[src/hw/caoc_defines.svh]
// Purpose: Offsets, field positions and reset values of the counter array output control.
// Assumes: 8-bit special-function register bus.
// Notes: Definitions only.
`ifndef CAOC_DEFINES_SVH
`define CAOC_DEFINES_SVH

// Register offsets
`define CAOC_OFS_POLARITY 8'h96
`define CAOC_OFS_CENTER 8'h9e
`define CAOC_OFS_MODE1 8'hdb
`define CAOC_OFS_MODE0 8'hda
`define CAOC_OFS_PWM_CTL 8'hdf
`define CAOC_OFS_CMP0_LOW 8'hfb
`define CAOC_OFS_CMP0_HIGH 8'hfc

// Field positions
`define CAOC_BIT_AUTO_RELOAD_SEL 7
`define CAOC_CHAN_MSB 2

// Reset values
`define CAOC_RST_BYTE 8'h00
`define CAOC_RST_CHAN 3'h0

`endif

[src/hw/caoc_pkg.sv]
// Purpose: Types shared by the counter array output control.
// Assumes: Constants live in caoc_defines.svh.
// Notes: Mode byte fields run from bit 7 down to bit 0.
package caoc_pkg;

  // One channel mode byte, bit 7 first
  typedef struct packed {
    logic sixteen_bit_pwm_select;
    logic comparator_enable;
    logic rising_capture_enable;
    logic falling_capture_enable;
    logic match_enable;
    logic toggle_enable;
    logic pwm_enable;
    logic flag_interrupt_enable;
  } caoc_mode_t;

  // One bus access; rd and wr never both high
  typedef struct packed {
    logic wr;
    logic rd;
    logic [7:0] addr;
    logic [7:0] wdata;
  } caoc_sfr_req_t;

  // Decoded channel function
  typedef enum logic [2:0] {
    CAOC_FUNC_IDLE = 3'b000,
    CAOC_FUNC_CAPTURE = 3'b001,
    CAOC_FUNC_MATCH = 3'b010,
    CAOC_FUNC_TOGGLE = 3'b011,
    CAOC_FUNC_PWM_NARROW = 3'b100,
    CAOC_FUNC_PWM_WIDE = 3'b101,
    CAOC_FUNC_FREQ_OUT = 3'b110
  } caoc_func_t;

endpackage : caoc_pkg

[src/hw/caoc_top.sv]
// Purpose: Register slice of a three-channel counter array: compare bytes, polarity,
//          alignment and channel mode registers, with the output pin stage.
// Assumes: Bus inputs synchronous to clk_in; one access per cycle.
// Notes: Read data appears one cycle after the read strobe.
`include "caoc_defines.svh"

// Functional notes
// RULE1 - Channel 0 compare high byte holds bits 15:8 of the compare value.
// RULE2 - Same address reaches the auto-reload high byte for 9 to 11-bit PWM.
// RULE3 - Auto-reload select bit steers that address to compare or reload byte.
// RULE4 - Writing channel 0 compare high sets its comparator enable.
// RULE5 - Polarity bits 2..0 per channel; 1 inverts the channel output.
// RULE6 - Polarity change reaches the pin at once, no period wait.
// RULE7 - Software writes zero into bits 7:3 of polarity and alignment.
// RULE8 - Alignment bits 2..0 per channel; 0 edge, 1 center aligned.
// RULE9 - Alignment acts only in PWM modes, never in other modes.
// RULE10 - Channel 1 mode byte at 0xdb, eight read/write fields, reset zero.
// RULE11 - Writing channel 0 compare low clears its comparator enable.
// RULE12 - Sixteen-bit select 0 gives 8 to 11-bit PWM, 1 gives 16-bit.
// RULE13 - Toggle plus PWM enable gives frequency output instead of PWM.
// RULE14 - Reserved bits 7:3 of polarity and alignment read zero.
module caoc_top (
  input wire logic clk_in,
  input wire logic rst_in,
  input wire caoc_pkg::caoc_sfr_req_t sfr_req_in,
  input wire logic [2:0] chan_wave_in,
  input wire logic chan2_pwm_in,
  output logic [7:0] sfr_rdata_out,
  output logic [2:0] chan_pin_out,
  output logic [15:0] chan0_compare_out,
  output logic [15:0] chan0_reload_out,
  output caoc_pkg::caoc_mode_t chan0_mode_out,
  output caoc_pkg::caoc_mode_t chan1_mode_out,
  output caoc_pkg::caoc_func_t chan0_func_out,
  output caoc_pkg::caoc_func_t chan1_func_out,
  output logic [2:0] chan_center_out
);
  import caoc_pkg::*;

  logic [2:0] polarity;
  logic [2:0] center;
  logic auto_reload_select;
  logic [7:0] cmp_low;
  logic [7:0] cmp_high;
  logic [7:0] rld_low;
  logic [7:0] rld_high;
  logic [2:0] pwm_active;
  logic wr_pol;
  logic wr_cent;
  logic wr_mode0;
  logic wr_mode1;
  logic wr_pwm_ctl;
  logic wr_low;
  logic wr_high;
  logic [7:0] next_rdata;

  // Write strobes per register
  assign wr_pol = sfr_req_in.wr && (sfr_req_in.addr == `CAOC_OFS_POLARITY);
  assign wr_cent = sfr_req_in.wr && (sfr_req_in.addr == `CAOC_OFS_CENTER);
  assign wr_mode0 = sfr_req_in.wr && (sfr_req_in.addr == `CAOC_OFS_MODE0);
  assign wr_mode1 = sfr_req_in.wr && (sfr_req_in.addr == `CAOC_OFS_MODE1);
  assign wr_pwm_ctl = sfr_req_in.wr && (sfr_req_in.addr == `CAOC_OFS_PWM_CTL);
  assign wr_low = sfr_req_in.wr && (sfr_req_in.addr == `CAOC_OFS_CMP0_LOW);
  assign wr_high = sfr_req_in.wr && (sfr_req_in.addr == `CAOC_OFS_CMP0_HIGH);

  // Decode a mode byte; frequency output outranks plain PWM
  function automatic caoc_func_t decode_func(input caoc_mode_t m);
    caoc_func_t f;
    f = CAOC_FUNC_IDLE;
    if (m.pwm_enable && m.toggle_enable) begin
      f = CAOC_FUNC_FREQ_OUT; // [RULE13]
    end else if (m.pwm_enable) begin
      f = m.sixteen_bit_pwm_select ? CAOC_FUNC_PWM_WIDE : CAOC_FUNC_PWM_NARROW; // [RULE12]
    end else if (m.toggle_enable) begin
      f = CAOC_FUNC_TOGGLE;
    end else if (m.match_enable) begin
      f = CAOC_FUNC_MATCH;
    end else if (m.rising_capture_enable || m.falling_capture_enable) begin
      f = CAOC_FUNC_CAPTURE;
    end
    return f;
  endfunction : decode_func

  // Polarity and alignment; only the low three bits are stored
  always_ff @(posedge clk_in or posedge rst_in) begin
    if (rst_in) begin
      polarity <= `CAOC_RST_CHAN;
      center <= `CAOC_RST_CHAN;
    end else begin
      if (wr_pol) begin
        polarity <= sfr_req_in.wdata[`CAOC_CHAN_MSB:0]; // [RULE5] [RULE14]
      end
      if (wr_cent) begin
        center <= sfr_req_in.wdata[`CAOC_CHAN_MSB:0]; // [RULE8] [RULE14]
      end
    end
  end

  // Auto-reload select in the PWM control register
  always_ff @(posedge clk_in or posedge rst_in) begin
    if (rst_in) begin
      auto_reload_select <= 1'b0;
    end else if (wr_pwm_ctl) begin
      auto_reload_select <= sfr_req_in.wdata[`CAOC_BIT_AUTO_RELOAD_SEL];
    end
  end

  // Compare and reload bytes share addresses, steered by the select bit
  always_ff @(posedge clk_in or posedge rst_in) begin
    if (rst_in) begin
      cmp_low <= `CAOC_RST_BYTE;
      cmp_high <= `CAOC_RST_BYTE;
      rld_low <= `CAOC_RST_BYTE;
      rld_high <= `CAOC_RST_BYTE;
    end else begin
      if (wr_low && !auto_reload_select) begin
        cmp_low <= sfr_req_in.wdata;
      end
      if (wr_low && auto_reload_select) begin
        rld_low <= sfr_req_in.wdata;
      end
      if (wr_high && !auto_reload_select) begin
        cmp_high <= sfr_req_in.wdata; // [RULE1] [RULE3]
      end
      if (wr_high && auto_reload_select) begin
        rld_high <= sfr_req_in.wdata; // [RULE2] [RULE3]
      end
    end
  end

  // Channel 0 mode; compare byte writes override the enable whatever the select
  always_ff @(posedge clk_in or posedge rst_in) begin
    if (rst_in) begin
      chan0_mode_out <= caoc_mode_t'(`CAOC_RST_BYTE);
    end else if (wr_mode0) begin
      chan0_mode_out <= caoc_mode_t'(sfr_req_in.wdata);
    end else if (wr_high) begin
      chan0_mode_out.comparator_enable <= 1'b1; // [RULE4]
    end else if (wr_low) begin
      chan0_mode_out.comparator_enable <= 1'b0; // [RULE11]
    end
  end

  // Channel 1 mode byte, all fields plain read/write
  always_ff @(posedge clk_in or posedge rst_in) begin
    if (rst_in) begin
      chan1_mode_out <= caoc_mode_t'(`CAOC_RST_BYTE);
    end else if (wr_mode1) begin
      chan1_mode_out <= caoc_mode_t'(sfr_req_in.wdata); // [RULE10]
    end
  end

  // Read mux; unmapped addresses and reserved bits read zero
  always_comb begin
    next_rdata = `CAOC_RST_BYTE;
    case (sfr_req_in.addr)
      `CAOC_OFS_POLARITY: next_rdata = {5'h00, polarity}; // [RULE14]
      `CAOC_OFS_CENTER: next_rdata = {5'h00, center}; // [RULE14]
      `CAOC_OFS_MODE0: next_rdata = chan0_mode_out;
      `CAOC_OFS_MODE1: next_rdata = chan1_mode_out; // [RULE10]
      `CAOC_OFS_PWM_CTL: next_rdata = {auto_reload_select, 7'h00};
      `CAOC_OFS_CMP0_LOW: next_rdata = auto_reload_select ? rld_low : cmp_low;
      `CAOC_OFS_CMP0_HIGH: next_rdata = auto_reload_select ? rld_high : cmp_high; // [RULE3]
      default: next_rdata = `CAOC_RST_BYTE;
    endcase
  end

  // Read data register, updated only on a read
  always_ff @(posedge clk_in or posedge rst_in) begin
    if (rst_in) begin
      sfr_rdata_out <= `CAOC_RST_BYTE;
    end else if (sfr_req_in.rd) begin
      sfr_rdata_out <= next_rdata;
    end
  end

  // Wide values and decoded functions, registered for clean outputs
  always_ff @(posedge clk_in or posedge rst_in) begin
    if (rst_in) begin
      chan0_compare_out <= 16'h0000;
      chan0_reload_out <= 16'h0000;
      chan0_func_out <= CAOC_FUNC_IDLE;
      chan1_func_out <= CAOC_FUNC_IDLE;
    end else begin
      chan0_compare_out <= {cmp_high, cmp_low}; // [RULE1]
      chan0_reload_out <= {rld_high, rld_low}; // [RULE2]
      chan0_func_out <= decode_func(chan0_mode_out); // [RULE12] [RULE13]
      chan1_func_out <= decode_func(chan1_mode_out);
    end
  end

  // Channel 2 mode lives outside; its PWM state arrives as a level.
  // Toggle plus PWM is frequency output, not PWM, so alignment stays off there
  assign pwm_active = {chan2_pwm_in,
    chan1_mode_out.pwm_enable && !chan1_mode_out.toggle_enable,
    chan0_mode_out.pwm_enable && !chan0_mode_out.toggle_enable}; // [RULE9] [RULE13]

  // Per-channel pin stage; polarity is applied after the waveform so a change
  // shows on the next edge instead of waiting for a period boundary
  for (genvar ch = 0; ch < 3; ch++) begin : g_chan
    always_ff @(posedge clk_in or posedge rst_in) begin
      if (rst_in) begin
        chan_pin_out[ch] <= 1'b0;
        chan_center_out[ch] <= 1'b0;
      end else begin
        chan_pin_out[ch] <= chan_wave_in[ch] ^ polarity[ch]; // [RULE5] [RULE6]
        chan_center_out[ch] <= center[ch] && pwm_active[ch]; // [RULE8] [RULE9]
      end
    end
  end

  // Checks on the register behaviour

  a_high_sets_enable: assert property ( // [RULE4]
    @(posedge clk_in) disable iff (rst_in)
    wr_high |=> chan0_mode_out.comparator_enable)
    else $error("Compare high write did not set the comparator enable");

  a_low_clears_enable: assert property ( // [RULE11]
    @(posedge clk_in) disable iff (rst_in)
    wr_low |=> !chan0_mode_out.comparator_enable)
    else $error("Compare low write did not clear the comparator enable");

  a_high_to_compare: assert property ( // [RULE1]
    @(posedge clk_in) disable iff (rst_in)
    (wr_high && !auto_reload_select) |=> ##1
      (chan0_compare_out[15:8] == $past(sfr_req_in.wdata, 2)))
    else $error("Compare high byte not in bits 15:8");

  a_high_to_reload: assert property ( // [RULE2]
    @(posedge clk_in) disable iff (rst_in)
    (wr_high && auto_reload_select) |=> ##1
      (chan0_reload_out[15:8] == $past(sfr_req_in.wdata, 2)))
    else $error("Reload high byte not updated through shared address");

  a_select_guards_cmp: assert property ( // [RULE3]
    @(posedge clk_in) disable iff (rst_in)
    (wr_high && auto_reload_select) |=> $stable(cmp_high))
    else $error("Compare byte changed while reload was selected");

  a_polarity_readback: assert property ( // [RULE14]
    @(posedge clk_in) disable iff (rst_in)
    (sfr_req_in.rd && sfr_req_in.addr == `CAOC_OFS_POLARITY) |=>
      (sfr_rdata_out[7:3] == 5'h00) && (sfr_rdata_out[2:0] == $past(polarity)))
    else $error("Polarity read showed reserved bits or wrong value");

  a_center_readback: assert property ( // [RULE14]
    @(posedge clk_in) disable iff (rst_in)
    (sfr_req_in.rd && sfr_req_in.addr == `CAOC_OFS_CENTER) |=>
      (sfr_rdata_out[7:3] == 5'h00) && (sfr_rdata_out[2:0] == $past(center)))
    else $error("Alignment read showed reserved bits or wrong value");

  a_pin_inverts_now: assert property ( // [RULE6]
    @(posedge clk_in) disable iff (rst_in)
    wr_pol |=> ##1 (chan_pin_out == ($past(chan_wave_in) ^ $past(sfr_req_in.wdata[2:0], 2))))
    else $error("Polarity change did not reach the pins within two cycles");

  a_center_pwm_only: assert property ( // [RULE9]
    @(posedge clk_in) disable iff (rst_in)
    (!chan0_mode_out.pwm_enable || chan0_mode_out.toggle_enable) |=>
      !chan_center_out[0])
    else $error("Center alignment active outside PWM mode");

  a_freq_no_center: assert property ( // [RULE9]
    @(posedge clk_in) disable iff (rst_in)
    (chan1_mode_out.pwm_enable && chan1_mode_out.toggle_enable) |=> !chan_center_out[1])
    else $error("Center alignment active in frequency output mode");

  a_center_follows: assert property ( // [RULE8]
    @(posedge clk_in) disable iff (rst_in)
    (center[1] && chan1_mode_out.pwm_enable) |=>
      (chan_center_out[1] == !$past(chan1_mode_out.toggle_enable)))
    else $error("Center alignment not applied in PWM mode");

  a_mode1_write_read: assert property ( // [RULE10]
    @(posedge clk_in) disable iff (rst_in)
    wr_mode1 ##1 (sfr_req_in.rd && sfr_req_in.addr == `CAOC_OFS_MODE1) |=>
      (sfr_rdata_out == $past(sfr_req_in.wdata, 2)))
    else $error("Channel 1 mode byte did not read back");

  a_mode1_no_stray: assert property ( // [RULE10]
    @(posedge clk_in) disable iff (rst_in)
    !wr_mode1 |=> $stable(chan1_mode_out))
    else $error("Channel 1 mode byte changed without a write");

  a_rdata_holds: assert property ( // [RULE10]
    @(posedge clk_in) disable iff (rst_in)
    !sfr_req_in.rd |=> $stable(sfr_rdata_out))
    else $error("Read data changed without a read");

  a_freq_output: assert property ( // [RULE13]
    @(posedge clk_in) disable iff (rst_in)
    (chan1_mode_out.pwm_enable && chan1_mode_out.toggle_enable) |=>
      (chan1_func_out == CAOC_FUNC_FREQ_OUT))
    else $error("Toggle with PWM did not select frequency output");

  a_pwm_width_select: assert property ( // [RULE12]
    @(posedge clk_in) disable iff (rst_in)
    (chan1_mode_out.pwm_enable && !chan1_mode_out.toggle_enable) |=>
      (chan1_func_out == ($past(chan1_mode_out.sixteen_bit_pwm_select) ?
        CAOC_FUNC_PWM_WIDE : CAOC_FUNC_PWM_NARROW)))
    else $error("Sixteen-bit select chose the wrong PWM width");

  a_invert_bit: assert property ( // [RULE5]
    @(posedge clk_in) disable iff (rst_in)
    (polarity[2] && chan_wave_in[2]) |=> !chan_pin_out[2])
    else $error("Channel 2 output not inverted");

endmodule : caoc_top

[config.mk]
export PLATFORM = sky130hd
export DESIGN_NAME = caoc_top
export DESIGN_NICKNAME = d
export VERILOG_FILES = /design/src/hw/caoc_pkg.sv /design/src/hw/caoc_top.sv
export VERILOG_INCLUDE_DIRS = /design/src /design/src/hw
export SDC_FILE = /design/constraint.sdc
export NUM_CORES = 1
export LEC_CHECK = 0
export ABC_AREA = 1
export BUFFER_PORTS_ARGS = -buffer_cell sky130_fd_sc_hd__buf_2
export CAP_MARGIN = 20
export CORE_ASPECT_RATIO = 1.5
export CORE_MARGIN = 1
export CORE_UTILIZATION = 33
export DETAILED_ROUTE_END_ITERATION = 16
export PLACE_DENSITY = 0.55
export SLEW_MARGIN = 20
export SYNTH_ARGS = -nofsm -noshare
export SYNTH_HDL_FRONTEND = slang
export SYNTH_SLANG_ARGS = --single-unit
[constraint.sdc]
create_clock -name clk_in -period 3.21 [get_ports clk_in]
set_input_delay 0.642 -clock clk_in [delete_from_list [all_inputs] [get_ports clk_in]]
set_output_delay 0.642 -clock clk_in [all_outputs]
set_load 0.01 [all_outputs]
==> summary.txt <==
Run status
  • Run status: finished clean

Floorplan
  • Die Span Y: 144 um
  • Die W: 96.4 um
  • Die area: 13800 sq um
  • IO Pins: 92
  • Rows: 51
  • Starting Density: 0.339
  • Core area: 13000 sq um

Detailed routing
  • Antenna-violating nets left: 0
  • DRC violations left: 0
  • Drt pass-1 iters: 4
  • Initial DRC Count: 128
  • DR vias/cell: 4.63
  • Via count: 3336
  • Total Wirelength: 10700 um
  • DR WL/cell: 14.8 um

Pwr
  • VDD IR max: 0.000216 V
  • Leakage: 0.00293 uW
  • Pwr dens: 526 nW/um^2

GRT
  • Initial antenna violation count: 0
  • Grt met2 use: 0.299
  • Met1 Usage GRT: 0.195
  • Top Usage Layer GRT: met2
  • Routing usage on met3: 0.0339
  • First-pass GRT wire length: 16900 um
  • Largest net degree at the start of global routing: 47
  • GR Overflow Total: 0
  • Total GRT Usage: 0.165
  • Number of global-route vias before repair: 3279

Yosys
  • Post-synth net total: 488
  • Top-area cell type share of the netlist area: 0.608
  • Synth cell types: 23
  • Post-synthesis sequential area ratio: 0.608
  • Synth warnings: 0
  • Synthesized instance count: 464
  • Syn Std Cell Area: 4410 sq um
  • Ranking of synthesized cells by area: dfrtp_1, nand2_1, inv_1
  • Cell taking the most area after synthesis: dfrtp_1
  • Yosys reg bits: 107
  • Mean Syn Cell Area: 9.50 sq um

Timing
  • Final Slew Violations: 0
  • Endpoints failing setup: 0
  • Setup Total Neg Slack: 0 ps
  • Fmax: 0.576 GHz
  • Final count of hold timing violations: 0
  • Clock Skews: 5.32 ps
  • Max-slew headroom: 0.457
  • RSZ-0062 raised after global routing: false
  • Final worst path period share: 0.541
  • Minimum clock period: 1740 ps
  • Measured slew at the worst slew-check pin: 813 ps

Critical path
  • Startpoint types: input pin
  • Setup crit end kind: register
  • Crit-path cells: buf_2 -> nand2_1 -> nor2_2 -> nand2_2 -> nor2_4 -> nand2_4 -> nand2_1 -> o21ai_1
  • Crit path largest cell delay: 500 ps
  • Max stage delay cell, worst path: nor2_2
  • CP bufs+invs: 1
  • Setup Crit Path Kind: input pin to register
  • Worst path most repeated cell: nand2_1
  • Crit-path max FO: 16
  • CP required: 3430 ps
  • Worst path top cell family by delay: simple AND/OR/NAND/NOR gates
  • Worst EP arrival: 1960 ps

Clock network
  • TritonCTS clock tree: done
  • Clock slew at reported path FFs: 70 ps
  • Post-CTS Setup Bufs: 0
  • CTS max path bufs: 2
  • Clk sinks: 107
  • Hold buffer count at CTS: 0
  • Clk_lat worst skew: 340 ps
  • Root buf cell: clkbuf_16
  • Post-CTS Resized: 0
  • CTS Buf Count: 9
  • Max H-tree Level: 3

Worst hold path
  • Hold Path Class: register to register

Final layout
  • Nets@finish: 581
  • N_diodes: 0
  • Finished Core Util: 0.408
  • Commonest non-fill, non-tap cell in the layout: nand2_1
  • Commonest non-fill, non-tap cells in the layout: nand2_1, dfrtp_1, buf_2
  • Area Growth Syn to Fin: 20.4%
  • Layout cells sized above 1: 0.278

Place
  • Routability congestion estimate: 0.822
  • Port Buf Inserts: 91
  • Hpwl dp: 8090 um

Job
  • Max-cap violation count: 0
report_power, final:
part	internal [uW]	total, uW	switching (uW)	leakage (uW)
Combinational	82.1	246	164	0.00142
Sequential	1410	1450	38.9	0.00137
Clock	607	1090	487	0.000146
Total	2100	2790	690	0.00293
final timing paths:
path                                          from              endpoint  slack (ps)  cells after the start
worst max-delay path                sfr_req_in[15]            rld_low[1]        1470                      8
worst min-delay path                   rld_high[4]  chan0_reload_out[12]         410                      0
worst max register to register  auto_reload_select      sfr_rdata_out[3]        1820                      7
worst min register to register         rld_high[4]  chan0_reload_out[12]         410                      0
max in group asynchronous                   rst_in       chan_pin_out[1]        2070                      3
min in group asynchronous                   rst_in   chan0_reload_out[5]         440                      2
final cells by class:
| type | instances | area [sq um] |
|---|---|---|
| clock inverters | 6 | 66.3 |
| flip-flops and latches | 107 | 2680 |
| well taps | 159 | 199 |
| clock buffers | 10 | 229 |
| inverters | 46 | 178 |
| multi-input cells | 297 | 1450 |
| repair buffers | 96 | 505 |
| fillers | 1313 | 7710 |
stage by stage:
step,cells,setup WS (ps),total power (uW),instance area (sq um),hold WS (ps)
detailed placement,705,1140,1730,5010,395
global route,721,1380,2920,5310,417
CTS,721,1500,2820,5310,412
global placement,705,1210,1720,5010,385
finish,721,1470,2790,5310,407
floorplan,464,1280,1610,4410,374
cells in the mapped netlist, drive strengths merged:
library cell and number:
nand3 24, nand2 160, buf 11, clkinv 1, nand4 2, a21oi 4, clkbuf 3, xor2 3
o21a 2, dfrtp 107, o21ai 62, nor2 40, inv 45
kinds of logic (layout without fill, tap and decap cells):
family	count (synthesis)	count (layout)	share of synthesized area
xor+xnor	3	3	0.00596
compound gates	68	68	0.0920
buf+inv	60	158	0.0633
flops	107	107	0.608
simple gates	226	226	0.231
metal layers:
layer | vias up | wire, um
li1 | 1637 | -
met1 | 1612 | 4320
met2 | 80 | 5850
met3 | 7 | 405
met4 | 0 | 104
met5 | - | 0
sequential cells by signal, summed over array words and instances (netlist names):
register            cells
chan0_compare_out      16
chan0_reload_out       16
chan0_mode_out          8
chan1_mode_out          8
cmp_high                8
cmp_low                 8
rld_high                8
rld_low                 8
sfr_rdata_out           8
center                  3
chan0_func_out          3
chan1_func_out          3
chan_center_out         3
chan_pin_out            3
polarity                3
auto_reload_select      1
No activity file was read; power rests on OpenSTA's default activity.
